<file path="config.mk">
export PLATFORM = sky130hd
export DESIGN_NAME = standby_mode_controller
export DESIGN_NICKNAME = d
export VERILOG_FILES = /design/src/rtl/standby_pkg.sv /design/src/rtl/osc_settle_timer.sv /design/src/rtl/standby_mode_controller.sv
export VERILOG_INCLUDE_DIRS = /design/src /design/src/rtl
export SDC_FILE = /design/constraint.sdc
export NUM_CORES = 1
export LEC_CHECK = 0
export BUFFER_PORTS_ARGS = -buffer_cell sky130_fd_sc_hd__buf_4
export CORE_MARGIN = 2
export CORE_UTILIZATION = 41
export DETAILED_ROUTE_END_ITERATION = 8
export PLACE_DENSITY = 0.77
export SYNTH_ARGS = -nofsm -noshare
export SYNTH_HDL_FRONTEND = slang
export SYNTH_SLANG_ARGS = --single-unit
</file>
<file path="constraint.sdc">
create_clock -name clk -period 2 [get_ports clk]
set_input_delay 0.1 -clock clk [delete_from_list [all_inputs] [get_ports clk]]
set_output_delay 0.1 -clock clk [all_outputs]
set_load 0.03 [all_outputs]
</file>
<file path="src/rtl/standby_regs.svh">
`ifndef STANDBY_REGS_SVH
`define STANDBY_REGS_SVH

// ------------------------------------------------------------
// Register offsets
// ------------------------------------------------------------
`define SB_CTRL_OFS       8'h00
`define SB_STAB_SEL_OFS   8'h04
`define SB_STAB_STAT_OFS  8'h08
`define SB_STATUS_OFS     8'h0C

// ------------------------------------------------------------
// Control register fields
// ------------------------------------------------------------
`define SB_CTRL_SRC_LSB   0
`define SB_CTRL_SRC_MSB   1
`define SB_CTRL_LSO_KEEP  2
`define SB_CTRL_HSX_ON    3
`define SB_CTRL_HOCO_ON   4
`define SB_CTRL_SUB_ON    5

// ------------------------------------------------------------
// Status register fields
// ------------------------------------------------------------
`define SB_STAT_MODE_LSB  0
`define SB_STAT_MODE_MSB  1
`define SB_STAT_REFUSED   2
`define SB_STAT_SETTLING  3
`define SB_STAT_PENDING   4

// ------------------------------------------------------------
// Reset values
// ------------------------------------------------------------
`define SB_SRC_RESET      2'h0
`define SB_LSO_KEEP_RESET 1'h1
`define SB_HSX_ON_RESET   1'h0
`define SB_HOCO_ON_RESET  1'h1
`define SB_SUB_ON_RESET   1'h0
`define SB_STAB_SEL_RESET 3'h7

// ------------------------------------------------------------
// Timing
// ------------------------------------------------------------
`define SB_STAB_BASE_CYCLES 256
`define SB_STAB_CNT_W       16

`endif

</file>
<file path="src/rtl/standby_pkg.sv">
package standby_pkg;

    typedef enum logic [1:0] {
        MODE_RUN,
        MODE_HALT,
        MODE_STOP,
        MODE_SETTLE
    } mode_t;

    // Clock source of the CPU
    typedef enum logic [1:0] {
        SRC_HOCO,
        SRC_CRYSTAL,
        SRC_EXT,
        SRC_SUB
    } clk_src_t;

    typedef struct packed {
        logic hsx;
        logic hoco;
        logic sub;
        logic lso;
    } osc_en_t;

    typedef struct packed {
        logic [7:0]  addr;
        logic [31:0] wdata;
        logic        wr;
        logic        rd;
    } reg_req_t;

    typedef struct packed {
        mode_t       mode;
        clk_src_t    clk_src;
        logic        lso_keep;
        logic        hsx_on;
        logic        hoco_on;
        logic        sub_on;
        logic [2:0]  stab_sel;
        logic        refused;
        logic        timer_start;
        logic        wake;
        osc_en_t     osc;
        logic [31:0] rdata;
    } ctl_state_t;

    typedef struct packed {
        logic [15:0] cnt;
        logic        busy;
        logic        done;
    } timer_state_t;

endpackage : standby_pkg

</file>
<file path="src/rtl/osc_settle_timer.sv">
`timescale 1ns/10ps
`include "standby_regs.svh"

module osc_settle_timer #(
    parameter int unsigned BASE_CYCLES = `SB_STAB_BASE_CYCLES
) (
    input  wire logic        clk,    // System clock
    input  wire logic        rst,    // Synchronous reset
    input  wire logic        start,  // Begin a settling wait
    input  wire logic [2:0]  sel,    // Wait length select
    output logic             busy,   // Wait in progress
    output logic             done,   // Wait over, one cycle
    output logic [15:0]      count   // Cycles still to go
);

    standby_pkg::timer_state_t st;
    standby_pkg::timer_state_t next_st;

    // Wait of BASE_CYCLES doubled sel times
    function automatic logic [15:0] stab_cycles(input logic [2:0] s);
        logic [31:0] c;
        c = BASE_CYCLES << s;
        return c[15:0];
    endfunction : stab_cycles

    always_comb begin
        next_st      = st;
        next_st.done = 1'b0;
        if (start) begin
            next_st.cnt  = stab_cycles(sel) - 16'h0001;
            next_st.busy = 1'b1;
        end else if (st.busy) begin
            if (st.cnt == 16'h0000) begin
                next_st.busy = 1'b0;
                next_st.done = 1'b1;
            end else begin
                next_st.cnt = st.cnt - 16'h0001;
            end
        end
    end

    always_ff @(posedge clk) begin
        if (rst) begin
            st <= '0;
        end else begin
            st <= next_st;
        end
    end

    assign busy  = st.busy;
    assign done  = st.done;
    assign count = st.cnt;

endmodule : osc_settle_timer

</file>
<file path="src/rtl/standby_mode_controller.sv">
`timescale 1ns/10ps
`include "standby_regs.svh"

// Summary of operation
// [RL1] A halt instruction puts the block in halt and gates the CPU clock.
// [RL2] In halt every oscillator but the low-speed one keeps running as it was.
// [RL3] A stop instruction stops both high-speed oscillators.
// [RL4] Any unmasked interrupt request ends stop mode.
// [RL5] Leaving stop on the crystal clock waits out a settling time first.
// [RL6] Registers, flags and memory are frozen through both standby modes.
// [RL7] Port latches and output buffers are frozen through both modes.
// [RL8] Software stops main-clock peripherals before issuing stop.
// [RL9] Software never issues stop while running from the subsystem clock.
// [RL10] Software should clear the converter start and enable bits first.
// [RL11] The low-speed oscillator runs or stops in standby by a setting.
// [RL12] Halt is accepted whatever clock the CPU is running from.
// [RL13] Halt is not entered while an unmasked request is already pending.
// [RL14] An unmasked interrupt request ends halt mode.
// [RL15] On wake the CPU clock restarts and the CPU carries on.
module standby_mode_controller #(
    parameter int unsigned STAB_BASE_CYCLES = `SB_STAB_BASE_CYCLES
) (
    input  wire logic        clk,          // System clock, 100 MHz
    input  wire logic        rst,          // Synchronous reset
    input  wire logic [7:0]  reg_addr,     // Register byte address
    input  wire logic [31:0] reg_wdata,    // Register write data
    input  wire logic        reg_wr,       // Register write strobe
    input  wire logic        reg_rd,       // Register read strobe
    output logic      [31:0] reg_rdata,    // Read data, cycle after read
    input  wire logic        halt_exec,    // CPU executes halt
    input  wire logic        stop_exec,    // CPU executes stop
    input  wire logic [31:0] irq_req,      // Interrupt request flags
    input  wire logic [31:0] irq_mask,     // Interrupt mask flags, 1 masks
    output logic             cpu_clk_en,   // CPU clock enable
    output logic             hold_state,   // Freeze regs, memory, ports
    output logic             wake,         // Standby ended, one cycle
    output logic             hsx_osc_en,   // High-speed crystal oscillator
    output logic             hoco_osc_en,  // High-speed on-chip oscillator
    output logic             sub_osc_en,   // Subsystem oscillator
    output logic             lso_osc_en    // Low-speed on-chip oscillator
);

    // ------------------------------------------------------------
    // State
    // ------------------------------------------------------------
    standby_pkg::ctl_state_t st;
    standby_pkg::ctl_state_t next_st;
    standby_pkg::reg_req_t   req;

    logic        pending;
    logic        tmr_busy;
    logic        tmr_done;
    logic [15:0] tmr_count;

    assign req = '{addr: reg_addr, wdata: reg_wdata,
                   wr: reg_wr, rd: reg_rd};

    function automatic logic irq_pending(input logic [31:0] r,
                                         input logic [31:0] m);
        return |(r & ~m);
    endfunction : irq_pending

    function automatic standby_pkg::osc_en_t osc_for(
        input standby_pkg::mode_t m,
        input logic hsx_on,
        input logic hoco_on,
        input logic sub_on,
        input logic lso_keep);
        standby_pkg::osc_en_t o;
        o.hsx  = hsx_on;
        o.hoco = hoco_on;
        o.sub  = sub_on;
        o.lso  = 1'b1;
        if (m == standby_pkg::MODE_STOP) begin
            o.hsx  = 1'b0; // RL3
            o.hoco = 1'b0; // RL3
        end
        if (m != standby_pkg::MODE_RUN) begin
            o.lso = lso_keep; // RL11
        end
        return o;
    endfunction : osc_for

    assign pending = irq_pending(irq_req, irq_mask);

    // ------------------------------------------------------------
    // Oscillator settling timer
    // ------------------------------------------------------------
    osc_settle_timer #(
        .BASE_CYCLES (STAB_BASE_CYCLES)
    ) u_settle (
        .clk   (clk),
        .rst   (rst),
        .start (st.timer_start),
        .sel   (st.stab_sel),
        .busy  (tmr_busy),
        .done  (tmr_done),
        .count (tmr_count)
    );

    // ------------------------------------------------------------
    // Next state
    // ------------------------------------------------------------
    always_comb begin
        logic set_refused;
        logic clr_refused;
        set_refused         = 1'b0;
        clr_refused         = 1'b0;
        next_st             = st;
        next_st.timer_start = 1'b0;
        next_st.wake        = 1'b0;
        next_st.rdata       = 32'h0000_0000;

        case (st.mode)
            standby_pkg::MODE_RUN: begin
                // Accepted from any CPU clock source
                if (halt_exec) begin // RL12
                    if (pending) begin
                        set_refused = 1'b1; // RL13
                    end else begin
                        next_st.mode = standby_pkg::MODE_HALT; // RL1
                    end
                end else if (stop_exec) begin
                    // A request already waiting would end stop at
                    // once, so stop is refused the same way as halt
                    if (pending) begin
                        set_refused = 1'b1;
                    end else begin
                        next_st.mode = standby_pkg::MODE_STOP; // RL3
                    end
                end
            end
            standby_pkg::MODE_HALT: begin
                if (pending) begin // RL14
                    next_st.mode = standby_pkg::MODE_RUN;
                    next_st.wake = 1'b1; // RL15
                end
            end
            standby_pkg::MODE_STOP: begin
                if (pending) begin // RL4
                    if (st.clk_src == standby_pkg::SRC_CRYSTAL) begin
                        next_st.mode        = standby_pkg::MODE_SETTLE;
                        next_st.timer_start = 1'b1; // RL5
                    end else begin
                        next_st.mode = standby_pkg::MODE_RUN;
                        next_st.wake = 1'b1; // RL15
                    end
                end
            end
            standby_pkg::MODE_SETTLE: begin
                // The request that woke us is already latched by the
                // interrupt logic, so it need not stay high here
                if (tmr_done) begin // RL5
                    next_st.mode = standby_pkg::MODE_RUN;
                    next_st.wake = 1'b1; // RL15
                end
            end
            default: begin
                next_st.mode = standby_pkg::MODE_RUN;
            end
        endcase

        // --------------------------------------------------------
        // Register writes
        // --------------------------------------------------------
        // Clock setup writes are taken in every mode; the CPU cannot
        // issue bus cycles in standby anyway.
        if (req.wr) begin
            case (req.addr)
                `SB_CTRL_OFS: begin
                    next_st.clk_src = standby_pkg::clk_src_t'(
                        req.wdata[`SB_CTRL_SRC_MSB:`SB_CTRL_SRC_LSB]);
                    next_st.lso_keep = req.wdata[`SB_CTRL_LSO_KEEP];
                    next_st.hsx_on   = req.wdata[`SB_CTRL_HSX_ON];
                    next_st.hoco_on  = req.wdata[`SB_CTRL_HOCO_ON];
                    next_st.sub_on   = req.wdata[`SB_CTRL_SUB_ON];
                end
                `SB_STAB_SEL_OFS: begin
                    next_st.stab_sel = req.wdata[2:0];
                end
                `SB_STATUS_OFS: begin
                    clr_refused = req.wdata[`SB_STAT_REFUSED];
                end
                default: begin
                end
            endcase
        end

        // A refusal in the same cycle as its clear is kept
        next_st.refused = (st.refused & ~clr_refused) | set_refused;

        // --------------------------------------------------------
        // Register reads
        // --------------------------------------------------------
        if (req.rd) begin
            case (req.addr)
                `SB_CTRL_OFS: begin
                    next_st.rdata[`SB_CTRL_SRC_MSB:`SB_CTRL_SRC_LSB] =
                        st.clk_src;
                    next_st.rdata[`SB_CTRL_LSO_KEEP] = st.lso_keep;
                    next_st.rdata[`SB_CTRL_HSX_ON]   = st.hsx_on;
                    next_st.rdata[`SB_CTRL_HOCO_ON]  = st.hoco_on;
                    next_st.rdata[`SB_CTRL_SUB_ON]   = st.sub_on;
                end
                `SB_STAB_SEL_OFS: begin
                    next_st.rdata[2:0] = st.stab_sel;
                end
                `SB_STAB_STAT_OFS: begin
                    next_st.rdata[15:0] = tmr_count;
                end
                `SB_STATUS_OFS: begin
                    next_st.rdata[`SB_STAT_MODE_MSB:`SB_STAT_MODE_LSB] =
                        st.mode;
                    next_st.rdata[`SB_STAT_REFUSED]  = st.refused;
                    next_st.rdata[`SB_STAT_SETTLING] = tmr_busy;
                    next_st.rdata[`SB_STAT_PENDING]  = pending;
                end
                default: begin
                end
            endcase
        end

        // Halt keeps all but the low-speed osc as it was; stop drops the fast pair
        next_st.osc = osc_for(next_st.mode, next_st.hsx_on,
                              next_st.hoco_on, next_st.sub_on,
                              next_st.lso_keep); // RL2
    end

    // ------------------------------------------------------------
    // Registers
    // ------------------------------------------------------------
    always_ff @(posedge clk) begin
        if (rst) begin
            st.mode        <= standby_pkg::MODE_RUN;
            st.clk_src     <= standby_pkg::clk_src_t'(`SB_SRC_RESET);
            st.lso_keep    <= `SB_LSO_KEEP_RESET;
            st.hsx_on      <= `SB_HSX_ON_RESET;
            st.hoco_on     <= `SB_HOCO_ON_RESET;
            st.sub_on      <= `SB_SUB_ON_RESET;
            st.stab_sel    <= `SB_STAB_SEL_RESET;
            st.refused     <= 1'b0;
            st.timer_start <= 1'b0;
            st.wake        <= 1'b0;
            st.osc         <= '{hsx: `SB_HSX_ON_RESET,
                                hoco: `SB_HOCO_ON_RESET,
                                sub: `SB_SUB_ON_RESET, lso: 1'b1};
            st.rdata       <= 32'h0000_0000;
        end else begin
            st <= next_st;
        end
    end

    // ------------------------------------------------------------
    // Outputs
    // ------------------------------------------------------------
    // The freeze covers settling too: the CPU must not see a clock
    // until the crystal is stable.
    assign cpu_clk_en  = (st.mode == standby_pkg::MODE_RUN); // RL15
    assign hold_state  = (st.mode != standby_pkg::MODE_RUN); // RL6 RL7
    assign wake        = st.wake;
    assign hsx_osc_en  = st.osc.hsx;
    assign hoco_osc_en = st.osc.hoco;
    assign sub_osc_en  = st.osc.sub;
    assign lso_osc_en  = st.osc.lso;
    assign reg_rdata   = st.rdata;

endmodule : standby_mode_controller

</file>
Yosys cells after proc, flatten, opt, wreduce, memory -nomap -nowiden
Index checks and enable logic that the tools add are counted.
{"block": "classes", "add_sub_neg": 2, "mul": 0, "div_mod_pow": 0, "magnitude_cmp": 0, "n_eq_ne": 9, "shifts": 1, "mux": 31, "n_bitwise": 11, "n_reduce_logical": 16}
{"cell": "$and A32 B32 Y32", "count": 1}
{"cell": "$not A32 Y32", "count": 1}
{"cell": "$reduce_or A32 Y1", "count": 1}
{"cell": "$sub A16 B1 Y16 const B", "count": 2}
{"cell": "$mux W2", "count": 11}
{"cell": "$mux W18", "count": 1}
{"cell": "$mux W17", "count": 1}
{"cell": "$eq A8 B4 Y1 const B", "count": 2}
{"cell": "$logic_not A16 Y1", "count": 1}
{"cell": "$mux W16", "count": 1}
{"cell": "$shl A9 B3 Y16 const A", "count": 1}
{"cell": "$pmux W3 S4", "count": 1}
{"cell": "$mux W1", "count": 9}
{"cell": "$mux W9", "count": 1}
{"cell": "$reduce_or A3 Y1", "count": 3}
{"cell": "$eq A8 B3 Y1 const B", "count": 1}
{"cell": "$logic_not A8 Y1", "count": 1}
{"cell": "$pmux W2 S4", "count": 1}
{"cell": "$not A1 Y1", "count": 7}
{"cell": "$eq A2 B2 Y1 const B", "count": 3}
{"cell": "$mux W6", "count": 1}
{"cell": "$pmux W2 S3", "count": 1}
{"cell": "$reduce_and A2 Y1", "count": 3}
{"cell": "$reduce_bool A2 Y1", "count": 3}
{"cell": "other kinds (9)", "count": 12}
{"block": "totals", "ff_bits": 67, "latchBits": 0, "ramBits": 0, "mem_bits_ro": 0, "in_bits": 110, "out_inout_bits": 39, "wordCells": 89, "mem_count": 0}

Logic depth before layout (Yosys ltp)
{"block": "depth", "ltp_word": 10, "mapped_depth": 9, "depth_no_buf": 7}

By module
A second synthesis with hierarchy kept.
{"block": "unflattened", "cells_unflattened": 320, "area_unflattened_um2": 2914.0}
{"module": "standby_mode_controller", "n_inst": 1, "cells_per_inst": 193, "area_per_inst_um2": 1833.0, "seq_area_each_um2": 660.6}
{"module": "osc_settle_timer", "n_inst": 1, "cells_per_inst": 127, "area_per_inst_um2": 1081.0, "seq_area_each_um2": 360.3}

Worst setup path after synthesis
No wires, ideal clock.
{"block": "synth_timing", "path_type": "register to register", "startpoint": "register u_settle.st, in the netlist u_settle.count[9]", "endpoint": "register u_settle.st, in the netlist u_settle.count[1]", "setup_ps": 91, "arrival_time_ps": 2030, "required_ps": 1909, "setup_slack_ps": -121, "stages_incl_launch_ff": 6, "path_buffers": 0, "synth_period_minus_slack_ps": 2121, "path_cell_list": "dfxtp_1 -> or4_1 -> or4_1 -> o21ai_1 -> nor3b_1 -> a311oi_1"}
{"block": "synth_via", "elab_chain_len": 3}
{"element": "from (decl)", "line_no": "osc_settle_timer.sv:16", "text": "standby_pkg::timer_state_t st;"}
{"element": "from (signal assigned)", "line_no": "osc_settle_timer.sv:46", "text": "st <= next_st;"}
{"element": "$logic_not A16 Y1", "line_no": "osc_settle_timer.sv:33", "text": "if (st.cnt == 16'h0000) begin"}
{"element": "$ne A2 B2 Y1 (no source line)"}
{"element": "$reduce_and A2 Y1 (no source line)"}
No other way between the ends.
A chain may end at the register's enable or synchronous reset.

Final worst setup path
{"block": "layout_timing", "startpoint": "register u_settle.st, in the netlist u_settle.count[5]", "endpoint": "register u_settle.st, in the netlist u_settle.count[15]"}
{"block": "layout_via", "elab_chain_len": 4, "elab_cells_between_ends": 7, "classes_between": "add/sub: 1; eq/ne: 1; mux: 3; reduce/logical: 2"}
{"element": "$sub A16 B1 Y16", "line_no": "osc_settle_timer.sv:37", "text": "next_st.cnt = st.cnt - 16'h0001;"}
{"element": "$mux W16", "line_no": "osc_settle_timer.sv:33"}
{"element": "$mux W18", "line_no": "osc_settle_timer.sv:32", "text": "end else if (st.busy) begin"}
{"element": "$mux W17", "line_no": "osc_settle_timer.sv:29", "text": "if (start) begin"}
Several ways; a longest one is shown, not always the timed one. The select of a mux whose other input is x is not followed.

==> results by stage <==
Timing:
- The highest clock frequency the design can meet is 0.458 GHz.
- Setup violations remaining at the end of the flow were counted as 13.
- Setup repair after global routing could not meet its margin everywhere.
- The final worst-path cycle share is 1.09.
- The hold violation count in the final report is 0.
- In this run the tightest slew margin relative to its limit is 0.579.
- The slew at the pin with the worst max-slew slack is 0.631 ns.
- Counting I/O delays and the setup requirement, the final critical path takes 2.19 ns.
- The final worst slack is -0.186 ns.
- The max-slew violation count came to 0.
- The maximum clock skew at final layout is 0.0106 ns.

Finish:
- The layout-stage area growth over the synthesis result is 39.3%.
- The repair_antennas step left the layout with diodes totalling 0.
- The final design instance area without fill is 3930 um^2.
- The net count of the finished layout is 546.
- The fill cell instance count of the final layout is 586.
- The fraction of layout instances using a drive strength above 1 is 0.385.

Yosys:
- The Yosys step of the flow raised 0 warnings.
- The number of unique standard cell types used by synthesis is 44.
- The cell area after synthesis is 2820 um^2.
- The synthesized area divided by synthesized cell count is 8.62 um^2.
- The post-synthesis register bit count is 51.
- The fraction of registers with async set/reset is 0.
- For this run, the leading register cell type out of synthesis is dfxtp_1.
- dfxtp_1 takes more of the synthesized area than any other cell.
- The area share of the leading cell type in the synthesized netlist is 0.362.
- Sorting the synthesized cells by area gives the leading types as dfxtp_1, buf_4, nor2b_1.
- In this run, synthesis inferred 0 flip-flops with an integrated enable.
- Sorting the synthesized cells by how often they occur yields dfxtp_1, buf_4, nor2b_1.
- The most common cell in the synthesized netlist is dfxtp_1.
- The number of instances in the synthesized netlist is 327.
- Of the synthesized area, sequential elements account for 0.362.

Detailed routing:
- The post-detailed-route via-to-cell ratio is 5.19.
- In this run the remaining antenna-violating nets after routing total 0.
- Summed over all nets, wire length on met3 after detailed routing comes to 433 um.
- For this run, design rule violations remaining after detail routing come to 0.
- The number of iterations in the first detailed-routing pass is 4.
- The detailed router finished its first iteration with 110 violations.
- The routed design has 7410 um of wire.
- The via count is 2668.
- For this block, wires on met1 add up to 3140 um.
- Summed over all nets, wire length on met2 after detailed routing comes to 3740 um.
- After detailed routing, the average wire length per cell comes to 14.4 um.
- The detailed router used layers up to and including met4.

Setup path:
- Along the worst path, the maximum fanout reaches 6.
- In this run the worst setup path begins at u_settle.count[5].
- The worst stage delay on the critical path is 0.54 ns.
- The cell count of the worst reg-to-reg path is 6.
- In this design, the critical path's most frequently occurring cell is or4_4.
- The worst setup path is of the reg -> reg kind.
- The cell with the largest stage delay on the worst path is or4_4.
- The worst path buffer plus inverter count is 1.
- The worst flop-to-flop path startpoint is u_settle.count[5].
- The kind of cell with the highest combined delay on the critical path is simple AND/OR/NAND/NOR gates.
- The required time at the endpoint of the critical path is 2.19 ns.
- The category of the worst setup path launch point is a flop.
- The signal on the critical path passes through or4_4, or4_4, buf_4, nor4_4, xnor2_1, nor3_1.
- The worst setup path is captured at a flop.
- The data arrival time at the worst-slack endpoint is 2.38 ns.
- The number of gates on the worst path with buffers counted is 6.

Global routing:
- The first-pass GRT wire length is 11900 um.
- The initial antenna violation count is 0.
- For this run the aggregate overflow at the end of global routing stands at 0.
- The overall track demand over capacity in global routing is 0.196.
- The via count of the first global-routing pass was 2630.
- The pin count of the biggest net entering global routing is 24.

Outcome:
- The checks that failed: negative setup slack.
- The run finished, with violations left.

Clock network:
- TritonCTS built the clock tree.
- Clock tree synthesis selected as its root buffer the cell clkbuf_8.
- In this run the deepest clock path goes through 2 buffers.
- The clock net sink count is 51.
- The clock insertion delay at the later pin of the skew report is 0.31 ns.
- The H-tree level count is 2.
- The number of clock buffers added by TritonCTS is 5.
- The clock-pin slew of the registers on the worst-case setup and hold paths is 0.10 ns.

Placement:
- The placed wire-length estimate after detailed placement is 5430 um.
- In this run the tool buffered the top-level ports with 106 buffer cells.
- After detailed placement, the total cell area comes to 3690 um^2.
- Prior to clock tree synthesis, the placed netlist has a worst setup slack of -0.106 ns.
- The global placer's final weighted congestion is 0.819.

Min path:
- The cell depth of the worst hold path is 3.
- The worst hold path begins at reg_wdata[5].
- The worst hold-check path type is in -> reg.

Floorplanning:
- The floorplan die width is 86.9 um.
- The die boundary height is 86.9 um.
- In this run the standard cell core region covers 6720 um^2.
- The initial utilization of the core area, before any placement, comes to 0.419.
- The number of top-level pins is 149.
- The floorplan die area is 7550 um^2.
- The number of core rows is 30.

Flow run:
- Across the run, the number of max-cap violations was 0.

Power:
- The leakage power figure is 1.70 nW.
- The clock share of power is 0.367.
- The share of power burned in combinational logic is 0.122.
- The switching share of power is 0.232.
- Of the total power, registers draw 0.511.
- Power spread over the standard cell area amounts to 508 nW/um^2.
- In this run the power spent charging and discharging nets is 462 uW.
- IR analysis of the VDD net gives a maximum drop of 262 uV.
- Internal power comes to 1.53 mW.
-- worst paths after layout --
kind,end,slack (ns)
max,u_settle.count[15],-0.19
min,sub_osc_en,0.01
max reg2reg,u_settle.count[15],-0.19
min reg2reg,st[38],0.50
-- power groups by stage --
stage               Clock [mW]  Sequential, mW  Combinational [mW]
floorplan                    0            1.04               0.129
global placement             0            1.04               0.238
detailed placement           0            1.04               0.242
CTS                      0.742            1.02               0.243
global route             0.776            1.02               0.265
finish                   0.731            1.02               0.244
-- through the flow --
step	hold slack, ns	TNS (ns)	instances	utilization	power [mW]
6_report	0.0135	-1.06	514	0.584	1.99
5_1_grt	0.0148	-2.04	514	0.584	2.06
4_1_cts	0.0128	-0.684	510	0.571	2.00
3_5_place_dp	0.339	-0.892	501	0.549	1.28
3_3_place_gp	0.329	-0.501	501	0.549	1.28
2_1_floorplan	0.172	-0.534	342	-	1.17
-- routing by layer --
layer / global-route usage / vias to the layer above
met3: 0.0389 / 9
met4: 0.0554 / 0
met2: 0.344 / 99
met5: 0 / -
li1: - / 1303
met1: 0.243 / 1257
-- worst register-to-register path, stage by stage, from the launching register on --
cell,delay [ns]
dfxtp_2,0.33
or4_4,0.54
or4_4,0.53
buf_4,0.19
nor4_4,0.24
xnor2_1,0.17
nor3_1,0.07
-- logic make-up after synthesis --
group | Yosys count | synth area share
compound gates | 58 | 0.135
xor+xnor | 17 | 0.0528
fa+ha+maj | 3 | 0.0133
buf+inv | 65 | 0.132
flops | 51 | 0.362
mux | 12 | 0.0559
other cells | 1 | 0.00133
simple gates | 120 | 0.247
-- cells in the final DEF (no fill, tap or decap), types with 3 or more instances in the layout --
cell / instances
buf_6: 3
nor3b_1: 3
o21a_1: 3
conb_1: 16
nand4_1: 5
nor3_1: 8
ha_1: 3
and2_1: 11
nor4_1: 3
a211oi_1: 6
nor4_4: 5
xnor2_1: 14
buf_4: 129
nor2b_1: 29
clkbuf_8: 5
or4_4: 5
mux2i_1: 9
nand2_1: 17
a2111oi_0: 8
inv_1: 16
mux4_2: 3
nand3_1: 5
xor2_1: 3
dfxtp_1: 48
dfxtp_2: 3
a21oi_1: 17
o21ai_0: 8
nor2_1: 19
-- area by class of cell --
| type | instances | area, um^2 | share of cell area |
|---|---|---|---|
| clock buffer | 5 | 68.8 | 0.0175 |
| clock inverter | 3 | 46.3 | 0.0118 |
| inverter | 16 | 60.1 | 0.0153 |
| multi-input combinational | 227 | 1620 | 0.413 |
| sequential | 51 | 1020 | 0.261 |
| tap | 80 | 100 | 0.0255 |
| timing repair buffer | 132 | 1000 | 0.255 |
-- registers in the layout (all words and copies together) (netlist names) --
signal,flops
reg_rdata,16
u_settle.count,16
st,12
hoco_osc_en,1
hsx_osc_en,1
lso_osc_en,1
sub_osc_en,1
u_settle.busy,1
u_settle.done,1
wake,1
-- what timing repair did --
item                                    4_1_cts  5_1_grt
endpoints found under the setup margin       14       14
gates cloned                                  1        0
setup buffers                                 0        4
pin swaps                                     2       20
hold buffers                                  0        0
resized for setup                             6       12
Power figures use the tool's default switching activity.
